==> src/core/adcr_consts.svh <==
// register offsets, field positions and reset values of the result block
`ifndef ADCR_CONSTS_SVH
`define ADCR_CONSTS_SVH
// byte addresses on the bus
`define ADCR_OFF_RES_HIGH 8'h00
`define ADCR_OFF_RES_LOW 8'h04
`define ADCR_OFF_CMP_HIGH 8'h08
`define ADCR_OFF_CMP_LOW 8'h0C
`define ADCR_OFF_CONFIG 8'h10
`define ADCR_OFF_PIN_LOW 8'h14
`define ADCR_OFF_CONTROL 8'h18
// configuration fields
`define ADCR_CFG_LOW_POWER 7
`define ADCR_CFG_DIV_HI 6
`define ADCR_CFG_DIV_LO 5
`define ADCR_CFG_LONG_SAMPLE 4
`define ADCR_CFG_MODE_HI 3
`define ADCR_CFG_MODE_LO 2
`define ADCR_CFG_SRC_HI 1
`define ADCR_CFG_SRC_LO 0
// control fields
`define ADCR_CTL_CMP_EN 0
`define ADCR_CTL_CMP_GE 1
`define ADCR_CTL_IRQ_EN 2
`define ADCR_CTL_DONE 7
// reset values
`define ADCR_RST_RESULT 8'h00
`define ADCR_RST_CMP 8'h00
`define ADCR_RST_CONFIG 8'h00
`define ADCR_RST_PIN 8'h00
// channels that really have an analog pin on this part
`define ADCR_PIN_PRESENT 8'hFF
`endif

==> src/core/adcr_pkg.sv <==
// types shared by the result/compare/config block
package adcr_pkg;
   typedef enum logic [1:0] {
      mode_8bit = 2'b00,
      mode_rsv1 = 2'b01,
      mode_10bit = 2'b10,
      mode_rsv3 = 2'b11
   } adcr_mode_t;
   typedef enum logic [1:0] {
      src_bus = 2'b00,
      src_bus_half = 2'b01,
      src_alternate = 2'b10,
      src_async = 2'b11
   } adcr_src_t;
   typedef struct packed {
      logic done;
      logic [9:0] data;
   } adcr_conv_t;
   typedef struct packed {
      logic low_power_select;
      logic [1:0] clock_divide;
      logic long_sample_select;
      adcr_mode_t mode;
      adcr_src_t clock_source_select;
   } adcr_cfg_t;
   typedef struct packed {
      logic [7:0] res_hi;
      logic [7:0] res_lo;
      logic [7:0] cv_hi;
      logic [7:0] cv_lo;
      adcr_cfg_t cfg;
      logic [7:0] pin_dis;
      logic cmp_en;
      logic cmp_ge;
      logic irq_en;
      logic done_flag;
      logic hi_lock;
      logic [31:0] prdata;
   } adcr_state_t;
   typedef struct packed {
      logic [2:0] alt_sync;
      logic [2:0] ack_sync;
      logic alt_lvl;
      logic ack_lvl;
      logic half;
      logic [2:0] cnt;
      logic tick;
   } adcr_div_t;
endpackage

==> src/core/adcr_clk_div.sv <==
// converter clock: source select and divide, as a tick on pclk
`timescale 1ns/10ps
`include "adcr_consts.svh"
module adcr_clk_div
   import adcr_pkg::*;
(
   // clock and reset
   input wire logic pclk,
   input wire logic presetn,
   input wire logic clk_en,
   // selection
   input wire adcr_src_t clock_source_select,
   input wire logic [1:0] clock_divide,
   // foreign clocks, sampled as levels
   input wire logic alternate_clock,
   input wire logic async_converter_clock,
   // result
   output logic converter_clock_tick
);
   adcr_div_t st_reg, st_next;
   logic alt_rise, ack_rise, src_tick;
   logic [2:0] div_max;

   always_comb begin
      st_next = st_reg;
      alt_rise = 1'b0;
      ack_rise = 1'b0;
      st_next.alt_sync = {st_reg.alt_sync[1:0], alternate_clock};
      st_next.ack_sync = {st_reg.ack_sync[1:0], async_converter_clock};
      // a change counts once stages two and three agree
      if (st_reg.alt_sync[1] == st_reg.alt_sync[2] &&
          st_reg.alt_sync[2] != st_reg.alt_lvl) begin
         st_next.alt_lvl = st_reg.alt_sync[2];
         alt_rise = st_reg.alt_sync[2];
      end
      if (st_reg.ack_sync[1] == st_reg.ack_sync[2] &&
          st_reg.ack_sync[2] != st_reg.ack_lvl) begin
         st_next.ack_lvl = st_reg.ack_sync[2];
         ack_rise = st_reg.ack_sync[2];
      end
      st_next.half = ~st_reg.half;
      unique case (clock_source_select)
         src_bus: src_tick = 1'b1;
         src_bus_half: src_tick = st_reg.half;
         src_alternate: src_tick = alt_rise;
         src_async: src_tick = ack_rise;
      endcase
      div_max = 3'((4'h1 << clock_divide) - 4'h1);
      st_next.tick = 1'b0;
      if (src_tick) begin
         if (st_reg.cnt >= div_max) begin
            st_next.cnt = 3'h0;
            st_next.tick = 1'b1;
         end else begin
            st_next.cnt = st_reg.cnt + 3'h1;
         end
      end
   end

   always_ff @(posedge pclk or negedge presetn) begin
      if (!presetn) begin
         st_reg <= '0;
      end else if (clk_en) begin
         st_reg <= st_next;
      end
   end

   assign converter_clock_tick = st_reg.tick;
endmodule

==> src/core/adcr_result_regs.sv <==
// result, compare, configuration and pin-disable registers on apb
//
// Operation
// - ten-bit mode puts result bits 9:8 into result_high.
// - results update per conversion unless compare enabled and not met.
// - eight-bit mode keeps result_high upper bits at zero.
// - ten-bit read of result_high locks results until result_low read.
// - conversions finishing while locked are discarded.
// - eight-bit mode has no interlock.
// - result_low holds low eight bits, or the whole eight-bit result.
// - compare_value_high bits 1:0 compared only in ten-bit mode.
// - compare_value_low compared to low eight bits in both modes.
// - config bit 7 selects low power when set, high speed when clear.
// - config bits 6:5 divide input clock by 1, 2, 4 or 8.
// - config bit 4 selects short or long sample period.
// - config bits 3:2: 00 eight-bit, 10 ten-bit, others reserved.
// - config bits 1:0 pick bus, bus/2, alternate or async clock.
// - pin-disable bit n disables digital i/o of channel n pin.
// - bits without an analog pin store but drive nothing.
// - with compare on, result is stored unchanged only when the compare hits.
// - compare hits below level when direction 0, at/above when 1.
// - storing a result sets the done flag; irq if enabled.
`timescale 1ns/10ps
`include "adcr_consts.svh"
module adcr_result_regs
   import adcr_pkg::*;
(
   // clock, reset, freeze
   input wire logic pclk,
   input wire logic presetn,
   input wire logic clk_en,
   // apb slave
   input wire logic psel,
   input wire logic penable,
   input wire logic pwrite,
   input wire logic [7:0] paddr,
   input wire logic [31:0] pwdata,
   input wire logic [3:0] pstrb,
   output logic [31:0] prdata,
   output logic pready,
   output logic pslverr,
   // converter result, same clock
   input wire adcr_conv_t conv_in,
   // foreign clocks for the divider
   input wire logic alternate_clock,
   input wire logic async_converter_clock,
   // converter controls
   output adcr_cfg_t cfg_out,
   output logic converter_clock_tick,
   output logic [7:0] pin_digital_disable,
   output logic conversion_complete_flag,
   output logic complete_irq
);
   adcr_state_t st_reg, st_next;
   logic setup, access, wr, known, ten_bit;
   logic rd_hi_setup, rd_lo_setup, mode_chg, cmp_less, cmp_hit, qualify;
   logic store;
   logic [9:0] cmp_level, res_val;
   logic [7:0] cfg_byte, ctl_byte;
   logic [31:0] rd_mux;

   assign setup = psel && !penable && clk_en;
   assign access = psel && penable && clk_en;
   assign cfg_byte = st_reg.cfg;
   assign ctl_byte = {st_reg.done_flag, 4'h0, st_reg.irq_en,
                      st_reg.cmp_ge, st_reg.cmp_en};
   assign ten_bit = st_reg.cfg.mode == mode_10bit;

   always_comb begin
      known = 1'b1;
      rd_mux = 32'h0;
      unique case (paddr)
         `ADCR_OFF_RES_HIGH: rd_mux[7:0] = st_reg.res_hi;
         `ADCR_OFF_RES_LOW: rd_mux[7:0] = st_reg.res_lo;
         `ADCR_OFF_CMP_HIGH: rd_mux[7:0] = st_reg.cv_hi;
         `ADCR_OFF_CMP_LOW: rd_mux[7:0] = st_reg.cv_lo;
         `ADCR_OFF_CONFIG: rd_mux[7:0] = cfg_byte;
         `ADCR_OFF_PIN_LOW: rd_mux[7:0] = st_reg.pin_dis;
         `ADCR_OFF_CONTROL: rd_mux[7:0] = ctl_byte;
         default: known = 1'b0;
      endcase
   end

   // unmapped addresses answer with an error, nothing stored
   assign wr = access && pwrite && pstrb[0] && known;
   // read side effects happen at setup, when the read data is captured
   assign rd_hi_setup = setup && !pwrite && paddr == `ADCR_OFF_RES_HIGH;
   assign rd_lo_setup = setup && !pwrite && paddr == `ADCR_OFF_RES_LOW;
   assign mode_chg = wr && paddr == `ADCR_OFF_CONFIG &&
      pwdata[`ADCR_CFG_MODE_HI:`ADCR_CFG_MODE_LO] != st_reg.cfg.mode;

   // compare: upper bits only count in ten-bit mode
   always_comb begin
      if (ten_bit) begin
         cmp_level = {st_reg.cv_hi[1:0], st_reg.cv_lo};
         res_val = conv_in.data;
      end else begin
         cmp_level = {2'b00, st_reg.cv_lo};
         res_val = {2'b00, conv_in.data[7:0]};
      end
   end
   assign cmp_less = res_val < cmp_level;
   assign cmp_hit = st_reg.cmp_ge ? !cmp_less : cmp_less;
   assign qualify = !st_reg.cmp_en || cmp_hit;
   // a conversion that meets the lock, a ten-bit hi read or a mode change is simply lost
   assign store = conv_in.done && clk_en && qualify && !st_reg.hi_lock &&
      !(rd_hi_setup && ten_bit) && !mode_chg;

   always_comb begin
      st_next = st_reg;
      if (setup && !pwrite) begin
         st_next.prdata = rd_mux;
      end
      if (wr) begin
         unique case (paddr)
            `ADCR_OFF_CMP_HIGH: st_next.cv_hi = pwdata[7:0];
            `ADCR_OFF_CMP_LOW: st_next.cv_lo = pwdata[7:0];
            `ADCR_OFF_CONFIG: st_next.cfg = pwdata[7:0];
            `ADCR_OFF_PIN_LOW: st_next.pin_dis = pwdata[7:0];
            `ADCR_OFF_CONTROL: begin
               st_next.cmp_en = pwdata[`ADCR_CTL_CMP_EN];
               st_next.cmp_ge = pwdata[`ADCR_CTL_CMP_GE];
               st_next.irq_en = pwdata[`ADCR_CTL_IRQ_EN];
            end
            default: st_next.cv_hi = st_reg.cv_hi; // results are read-only
         endcase
      end
      if (rd_hi_setup && ten_bit) begin
         st_next.hi_lock = 1'b1;
      end
      if (rd_lo_setup) begin
         st_next.hi_lock = 1'b0;
         st_next.done_flag = 1'b0;
      end
      if (store) begin
         st_next.res_hi = {6'h00, res_val[9:8]};
         st_next.res_lo = res_val[7:0];
         st_next.done_flag = 1'b1; // set wins over the read clear
      end
      if (mode_chg) begin
         // old data is meaningless in the new width
         st_next.res_hi = `ADCR_RST_RESULT;
         st_next.res_lo = `ADCR_RST_RESULT;
         st_next.hi_lock = 1'b0;
      end
      if (!ten_bit && !mode_chg) begin
         st_next.hi_lock = 1'b0;
      end
   end

   always_ff @(posedge pclk or negedge presetn) begin
      if (!presetn) begin
         st_reg.res_hi <= `ADCR_RST_RESULT;
         st_reg.res_lo <= `ADCR_RST_RESULT;
         st_reg.cv_hi <= `ADCR_RST_CMP;
         st_reg.cv_lo <= `ADCR_RST_CMP;
         st_reg.cfg <= `ADCR_RST_CONFIG;
         st_reg.pin_dis <= `ADCR_RST_PIN;
         st_reg.cmp_en <= 1'b0;
         st_reg.cmp_ge <= 1'b0;
         st_reg.irq_en <= 1'b0;
         st_reg.done_flag <= 1'b0;
         st_reg.hi_lock <= 1'b0;
         st_reg.prdata <= 32'h0;
      end else if (clk_en) begin
         st_reg <= st_next;
      end
   end

   adcr_clk_div u_div (
      .pclk(pclk),
      .presetn(presetn),
      .clk_en(clk_en),
      .clock_source_select(st_reg.cfg.clock_source_select),
      .clock_divide(st_reg.cfg.clock_divide),
      .alternate_clock(alternate_clock),
      .async_converter_clock(async_converter_clock),
      .converter_clock_tick(converter_clock_tick)
   );

   // zero wait states; a frozen block holds the master off
   assign pready = clk_en;
   assign pslverr = access && !known;
   assign prdata = st_reg.prdata;
   assign cfg_out = st_reg.cfg;
   // absent channels keep their bit but never reach a pin
   assign pin_digital_disable = st_reg.pin_dis & `ADCR_PIN_PRESENT;
   assign conversion_complete_flag = st_reg.done_flag;
   assign complete_irq = st_reg.done_flag && st_reg.irq_en;
endmodule

==> config.mk <==
export PLATFORM = sky130hd
export DESIGN_NAME = adcr_result_regs
export DESIGN_NICKNAME = d
export VERILOG_FILES = /design/src/core/adcr_pkg.sv /design/src/core/adcr_clk_div.sv /design/src/core/adcr_result_regs.sv
export VERILOG_INCLUDE_DIRS = /design/src /design/src/core
export SDC_FILE = /design/constraint.sdc
export NUM_CORES = 1
export LEC_CHECK = 0
export BUFFER_PORTS_ARGS = -buffer_cell sky130_fd_sc_hd__buf_4
export CAP_MARGIN = 20
export CORE_ASPECT_RATIO = 0.75
export CORE_MARGIN = 2
export CORE_UTILIZATION = 56
export CTS_CLUSTER_SIZE = 20
export DETAILED_ROUTE_END_ITERATION = 6
export PLACE_DENSITY = 0.85
export SYNTH_ARGS = -nofsm -noshare
export SYNTH_HDL_FRONTEND = slang
export SYNTH_SLANG_ARGS = --single-unit
==> constraint.sdc <==
create_clock -name pclk -period 3.9 [get_ports pclk]
set_input_delay 0.195 -clock pclk [delete_from_list [all_inputs] [get_ports pclk]]
set_output_delay 0.195 -clock pclk [all_outputs]
set_load 0.02 [all_outputs]
==> results of run 1 <==
through the flow:
step	std cells	power [W]	hold slack, ns	util	area [sq um]
4_1_cts	509	0.00154	0.0648	0.644	4400
6_report	509	0.00152	0.0781	0.644	4400
5_1_grt	509	0.00160	0.0726	0.644	4400
3_5_place_dp	492	0.00102	0.371	0.617	4220
2_1_floorplan	401	0.000962	-0.101	-	4050
3_3_place_gp	492	0.00101	0.346	0.617	4220
layout make-up:
type | instances | area, sq um
Clock buffer | 12 | 145
Clock inverter | 4 | 25.0
Fill cell | 562 | 2430
Inverter | 11 | 41.3
Multi-Input combinational cell | 262 | 1870
Sequential cell | 68 | 1700
Tap cell | 84 | 105
Timing Repair Buffer | 68 | 513
path summary, 6_finish.rpt:
| check | startpoint | slack, ns | to |
|---|---|---|---|
| min in group asynchronous | presetn | 0.51 | st_reg[77] |
| max in group asynchronous | presetn | 2.83 | prdata[0] |
| min | alternate_clock | 0.08 | u_div.st_next[11] |
| max | cfg_out[3] | 0.98 | st_reg[75] |
| min reg2reg | u_div.st_reg[4] | 0.49 | u_div.st_reg[4] |
| max reg2reg | cfg_out[3] | 0.98 | st_reg[75] |
metal layers:
| layer | GRT usage | part of all wire | wire, microns |
|---|---|---|---|
| met1 | 0.329 | 0.43 | 3700 |
| met2 | 0.361 | 0.46 | 3940 |
| met3 | 0.0912 | 0.10 | 895 |
| met4 | 0.0730 | 0.011 | 92 |
| met5 | 0 | 0 | 0 |
power by group:
group	leakage (nW)	switching, W	internal (W)
Clock	0.0824	0.000265	0.000246
Combinational	1.15	0.000130	0.0000920
Sequential	0.853	0.0000338	0.000755
Total	2.09	0.000429	0.00109
logic make-up (layout without fill, tap and decap cells):
kind of cell | count (synthesis) | after routing | synth area share
AOI/OAI and AO/OA | 65 | 65 | 0.108
and+or+nand+nor | 110 | 110 | 0.154
other | 1 | 24 | 0.000947
buffers and inverters | 71 | 95 | 0.122
DFF | 68 | 68 | 0.430
xor gates and xnor gates | 3 | 3 | 0.00664
adders and majority gates | 13 | 13 | 0.0411
muxes | 47 | 47 | 0.138
cells in the mapped netlist (all sizes together) (3+ instances only):
master  instances
ha             13
buf            58
o211ai          3
a222oi          4
dfrtp          68
xor2            3
nor2b           7
and2            4
nand2b          6
a21oi          18
o21a            4
o21ai          14
inv            11
nand2          47
nor2           16
a22oi           8
mux2           36
a221oi          5
mux2i          11
nand4           3
nor3            6
nor3b           3
nand3          11
==> impl_metrics.json, run 1 <==
{
  "cts.clk_slew.worst_paths_ns": 0.07,
  "rsz0062_at_grt": "no",
  "hold_buffers": 1,
  "endpoint_kind": "register",
  "clock-skew-final_ns": 0.00967,
  "setup_viol": 0,
  "wl_mm": 8.63,
  "synth_area_sq_um": 3960,
  "io_pins": 116,
  "tightest_slew_ns": 0.879,
  "ys_top_cells_by_area": "dfrtp_1, buf_4, mux2_2",
  "viasPerCell": 5.64,
  "critPathMaxFanout": 6,
  "max_stage_delay_ns": 0.50,
  "yosysSeqAreaShare": 0.430,
  "die-area_sq_um": 7760,
  "worstPathBufferInverterCount": 1,
  "fp.dieH_microns": 76.8,
  "p_per_area_nw_per_um2": 346,
  "drive_gt1_frac": 0.308,
  "cts_buffers": 9,
  "io_buffers": 64,
  "irDropWorstVdd_uv": 190,
  "dp_hpwl_mm": 6.39,
  "ff2ff_path_depth": 10,
  "root_buffer": "clkbuf_8",
  "final_cell_mix": "dfrtp_1, buf_4, nand2_1",
  "path_delay_family": "simple AND/OR/NAND/NOR gates",
  "start_util": 0.579,
  "startpoint_type": "register",
  "synthFlopType": "dfrtp_1",
  "drc": 0,
  "cts_sinks": 68,
  "antenna_found_initial": 0,
  "whs_path_depth": 2,
  "synth-edff-count": 0,
  "fin_crit_sh": 0.749,
  "tritoncts": "yes",
  "path_cells": "nor2b_1 > nand2_1 > ha_1 > nand4_1 > nor2_1 > a21oi_1 > nor3b_1 > nor3_2 > buf_4 > mux2i_1",
  "outcome": "finished, final reports clean",
  "drt_iter0_drc": 260,
  "layout_commonest_cell": "dfrtp_1",
  "crit_cells": 10,
  "area_growth_pct": 11.1,
  "max_cap_violations": 0,
  "via_count": 2869,
  "coreArea_sq_um": 6830,
  "crit_type": "reg2reg",
  "postCtsSetupRepairBufs": 0,
  "timing_hold_violations_final": 0,
  "fin_ws_ns": 0.977,
  "fp.dieW_microns": 101,
  "synth_area_per_cell_sq_um": 10.5,
  "synth.ff_latch_count": 68,
  "slew_violations": 0,
  "hold_path.class": "in2reg",
  "grt_max_degree": 69,
  "htree_levels": 3,
  "antenna_cells": 0,
  "finalNetCount": 496,
  "grt_pass1_wl_mm": 14.3,
  "grt.overflow.total": 0,
  "final_antenna_net_count": 0,
  "synth_cells": 378,
  "cts_buffer_depth": 2,
  "rows": 26,
  "synth_top_area_share": 0.430,
  "setup_tns_ns": 0,
  "crit_required_ns": 4.17,
  "grt_pass1_vias": 2878,
  "clk-insertion-delay-late_ns": 0.34,
  "fmax_ghz": 0.342,
  "leakagePower_nw": 2.09,
  "cp_slowest_cell": "nor3_2",
  "cts_resized": 0,
  "drt_pass1_iterations": 5,
  "grt_usage": 0.242,
  "yosysTopAreaCell": "dfrtp_1",
  "async_flop_share": 1.00,
  "fin_crit_ns": 2.92,
  "routedWlPerCell_microns": 17.0,
  "maxSlewHeadroom": 0.410,
  "globalplace.congestion": 0.868,
  "largest_register_ffs": 27,
  "ys_types": 50,
  "post-place-ws_ns": 1.03,
  "worst_ep_arrival_time_ns": 3.19,
  "yosysWarningCount": 0
}
(Power assumes the default switching activity.)
==> run 2: changes to the inputs <==
ABC_AREA = 1   (was unset)
CORE_UTILIZATION = 52   (was 56)
PLACE_DENSITY = 0.8   (was 0.85)
clock period = 2.7 ns   (was 3.9 ns; I/O delays follow)
==> impl_metrics.json, run 2 <==
{
  "rows": 27,
  "cts_resized": 0,
  "grt_pass1_wl_mm": 15.7,
  "fill_cells": 668,
  "startpoint_type": "register",
  "clock-skew-final_ns": 0.0145,
  "grt_usage": 0.241,
  "ys_top_cells_by_area": "dfrtp_1, nand2_1, buf_4",
  "drive_gt1_frac": 0.164,
  "root_buffer": "clkbuf_8",
  "cts_buffers": 9,
  "fin_cells": 655,
  "coreArea_sq_um": 7400,
  "final_cell_mix": "nand2_1, inv_1, dfrtp_1",
  "wl_mm": 9.42,
  "finalNetCount": 625,
  "area_growth_pct": 13.0,
  "synth_area_per_cell_sq_um": 7.92,
  "irDropWorstVdd_uv": 431,
  "largest_register_ffs": 27,
  "yosysMostFrequentCell": "nand2_1",
  "synth.ff_latch_count": 68,
  "p_per_area_nw_per_um2": 528,
  "die-area_sq_um": 8420,
  "viasPerCell": 5.06,
  "async_flop_share": 1.00,
  "ys_types": 35,
  "p_total_w": 0.00239,
  "fp.dieW_microns": 105,
  "slew_violations": 0,
  "fmax_ghz": 0.409,
  "leakagePower_nw": 2.40,
  "yosysWarningCount": 0,
  "routedWlPerCell_microns": 14.4,
  "post-place-ws_ns": 0.248,
  "regArea_sq_um": 1700,
  "start_util": 0.541,
  "drt_pass1_iterations": 5,
  "numPlacedInstances": 636,
  "antenna_cells": 0,
  "fin_crit_sh": 0.905,
  "worst_ep_arrival_time_ns": 2.68,
  "drc": 0,
  "max_cap_violations": 0,
  "cts.clk_slew.worst_paths_ns": 0.08,
  "hold_ws_ns": 0.00936,
  "yosysTopAreaCell": "dfrtp_1",
  "synth_top_area_share": 0.425,
  "clk-insertion-delay-late_ns": 0.35,
  "grt_pass1_vias": 3110,
  "via_count": 3315,
  "io_pins": 116,
  "dp_hpwl_mm": 7.03,
  "fin_ws_ns": 0.257,
  "yosysSeqAreaShare": 0.425,
  "setup_tns_ns": 0,
  "grt.overflow.total": 0,
  "tightest_slew_ns": 0.848,
  "multi_input_area_sq_um": 1680,
  "drt_iter0_drc": 203,
  "crit_type": "reg2reg",
  "layout_commonest_cell": "nand2_1",
  "rsz0062_at_grt": "no",
  "fin_crit_ns": 2.44,
  "final_antenna_net_count": 0,
  "maxSlewHeadroom": 0.435,
  "io_buffers": 64,
  "antenna_found_initial": 0,
  "cts_buffer_depth": 2,
  "synth_top_cells_by_count": "nand2_1, inv_1, dfrtp_1, buf_4, o21ai_0",
  "htree_levels": 3,
  "setup_viol": 0,
  "timing_hold_violations_final": 0,
  "synth-edff-count": 0,
  "tritoncts": "yes",
  "globalplace.congestion": 0.900,
  "postCtsSetupRepairBufs": 0,
  "hold_buffers": 3,
  "grt_max_degree": 69,
  "critPathMaxFanout": 10,
  "outcome": "finished, final reports clean",
  "cts_sinks": 68,
  "fp.dieH_microns": 80.0,
  "crit_required_ns": 2.93,
  "synth_cells": 505,
  "endpoint_kind": "register",
  "synth_area_sq_um": 4000,
  "hold_path.class": "in2reg",
  "synthFlopType": "dfrtp_1"
}
run 2: cell type report:
class / count / area share
sequential: 68 / 0.376
multi-input combinational: 331 / 0.372
timing repair buffer: 68 / 0.115
inverter: 71 / 0.0590
clock buffer: 10 / 0.0304
tap: 101 / 0.0280
clock inverter: 6 / 0.0194
run 2: cell families (layout without fill, tap and decap cells):
group,Yosys count,in the layout,synth area share
simple gates,211,211,0.232
buf+inv,129,155,0.176
compound gates,81,81,0.121
flops,68,68,0.425
fa+ha+maj,13,13,0.0407
xor+xnor,2,2,0.00438
other cells,1,24,0.000937
run 2: critical path, stage by stage, from the launching register on:
cell     delay (ns)
dfrtp_1        0.38
inv_1          0.09
nor2_1         0.28
inv_1          0.13
nor2_1         0.16
ha_1           0.26
a21o_1         0.16
nor2_1         0.16
nand4_1        0.12
nand3_1        0.12
nand2_1        0.24
nand3_1        0.16
nand2_1        0.07
run 2: metal layers:
layer / wire length, microns / track usage
met1: 4390 / 0.338
met2: 4160 / 0.374
met3: 721 / 0.0604
met4: 152 / 0.0640
met5: 0 / 0
run 2: where the power goes:
| group | switching, W | internal (W) |
|---|---|---|
| Clock | 0.000402 | 0.000545 |
| Combinational | 0.000193 | 0.000120 |
| Sequential | 0.0000441 | 0.00108 |
| Total | 0.000639 | 0.00175 |
run 2: worst paths after layout:
kind                       slack (ns)  cells past startpoint                     end       startpoint
min reg2reg                      0.47                      1         u_div.st_reg[4]  u_div.st_reg[4]
min                             0.009                      3  pin_digital_disable[7]        pwdata[7]
max                              0.26                     12              st_reg[72]       cfg_out[3]
max reg2reg                      0.26                     12              st_reg[72]       cfg_out[3]
min in group asynchronous        0.44                      2              cfg_out[6]          presetn
max in group asynchronous        1.71                      2              st_reg[64]          presetn
run 2: per-stage QoR:
step	area [sq um]	utilization
after floorplan	4090	-
after global placement	4270	0.577
after detailed placement	4270	0.577
after CTS	4520	0.611
after global routing	4520	0.611
final	4520	0.611
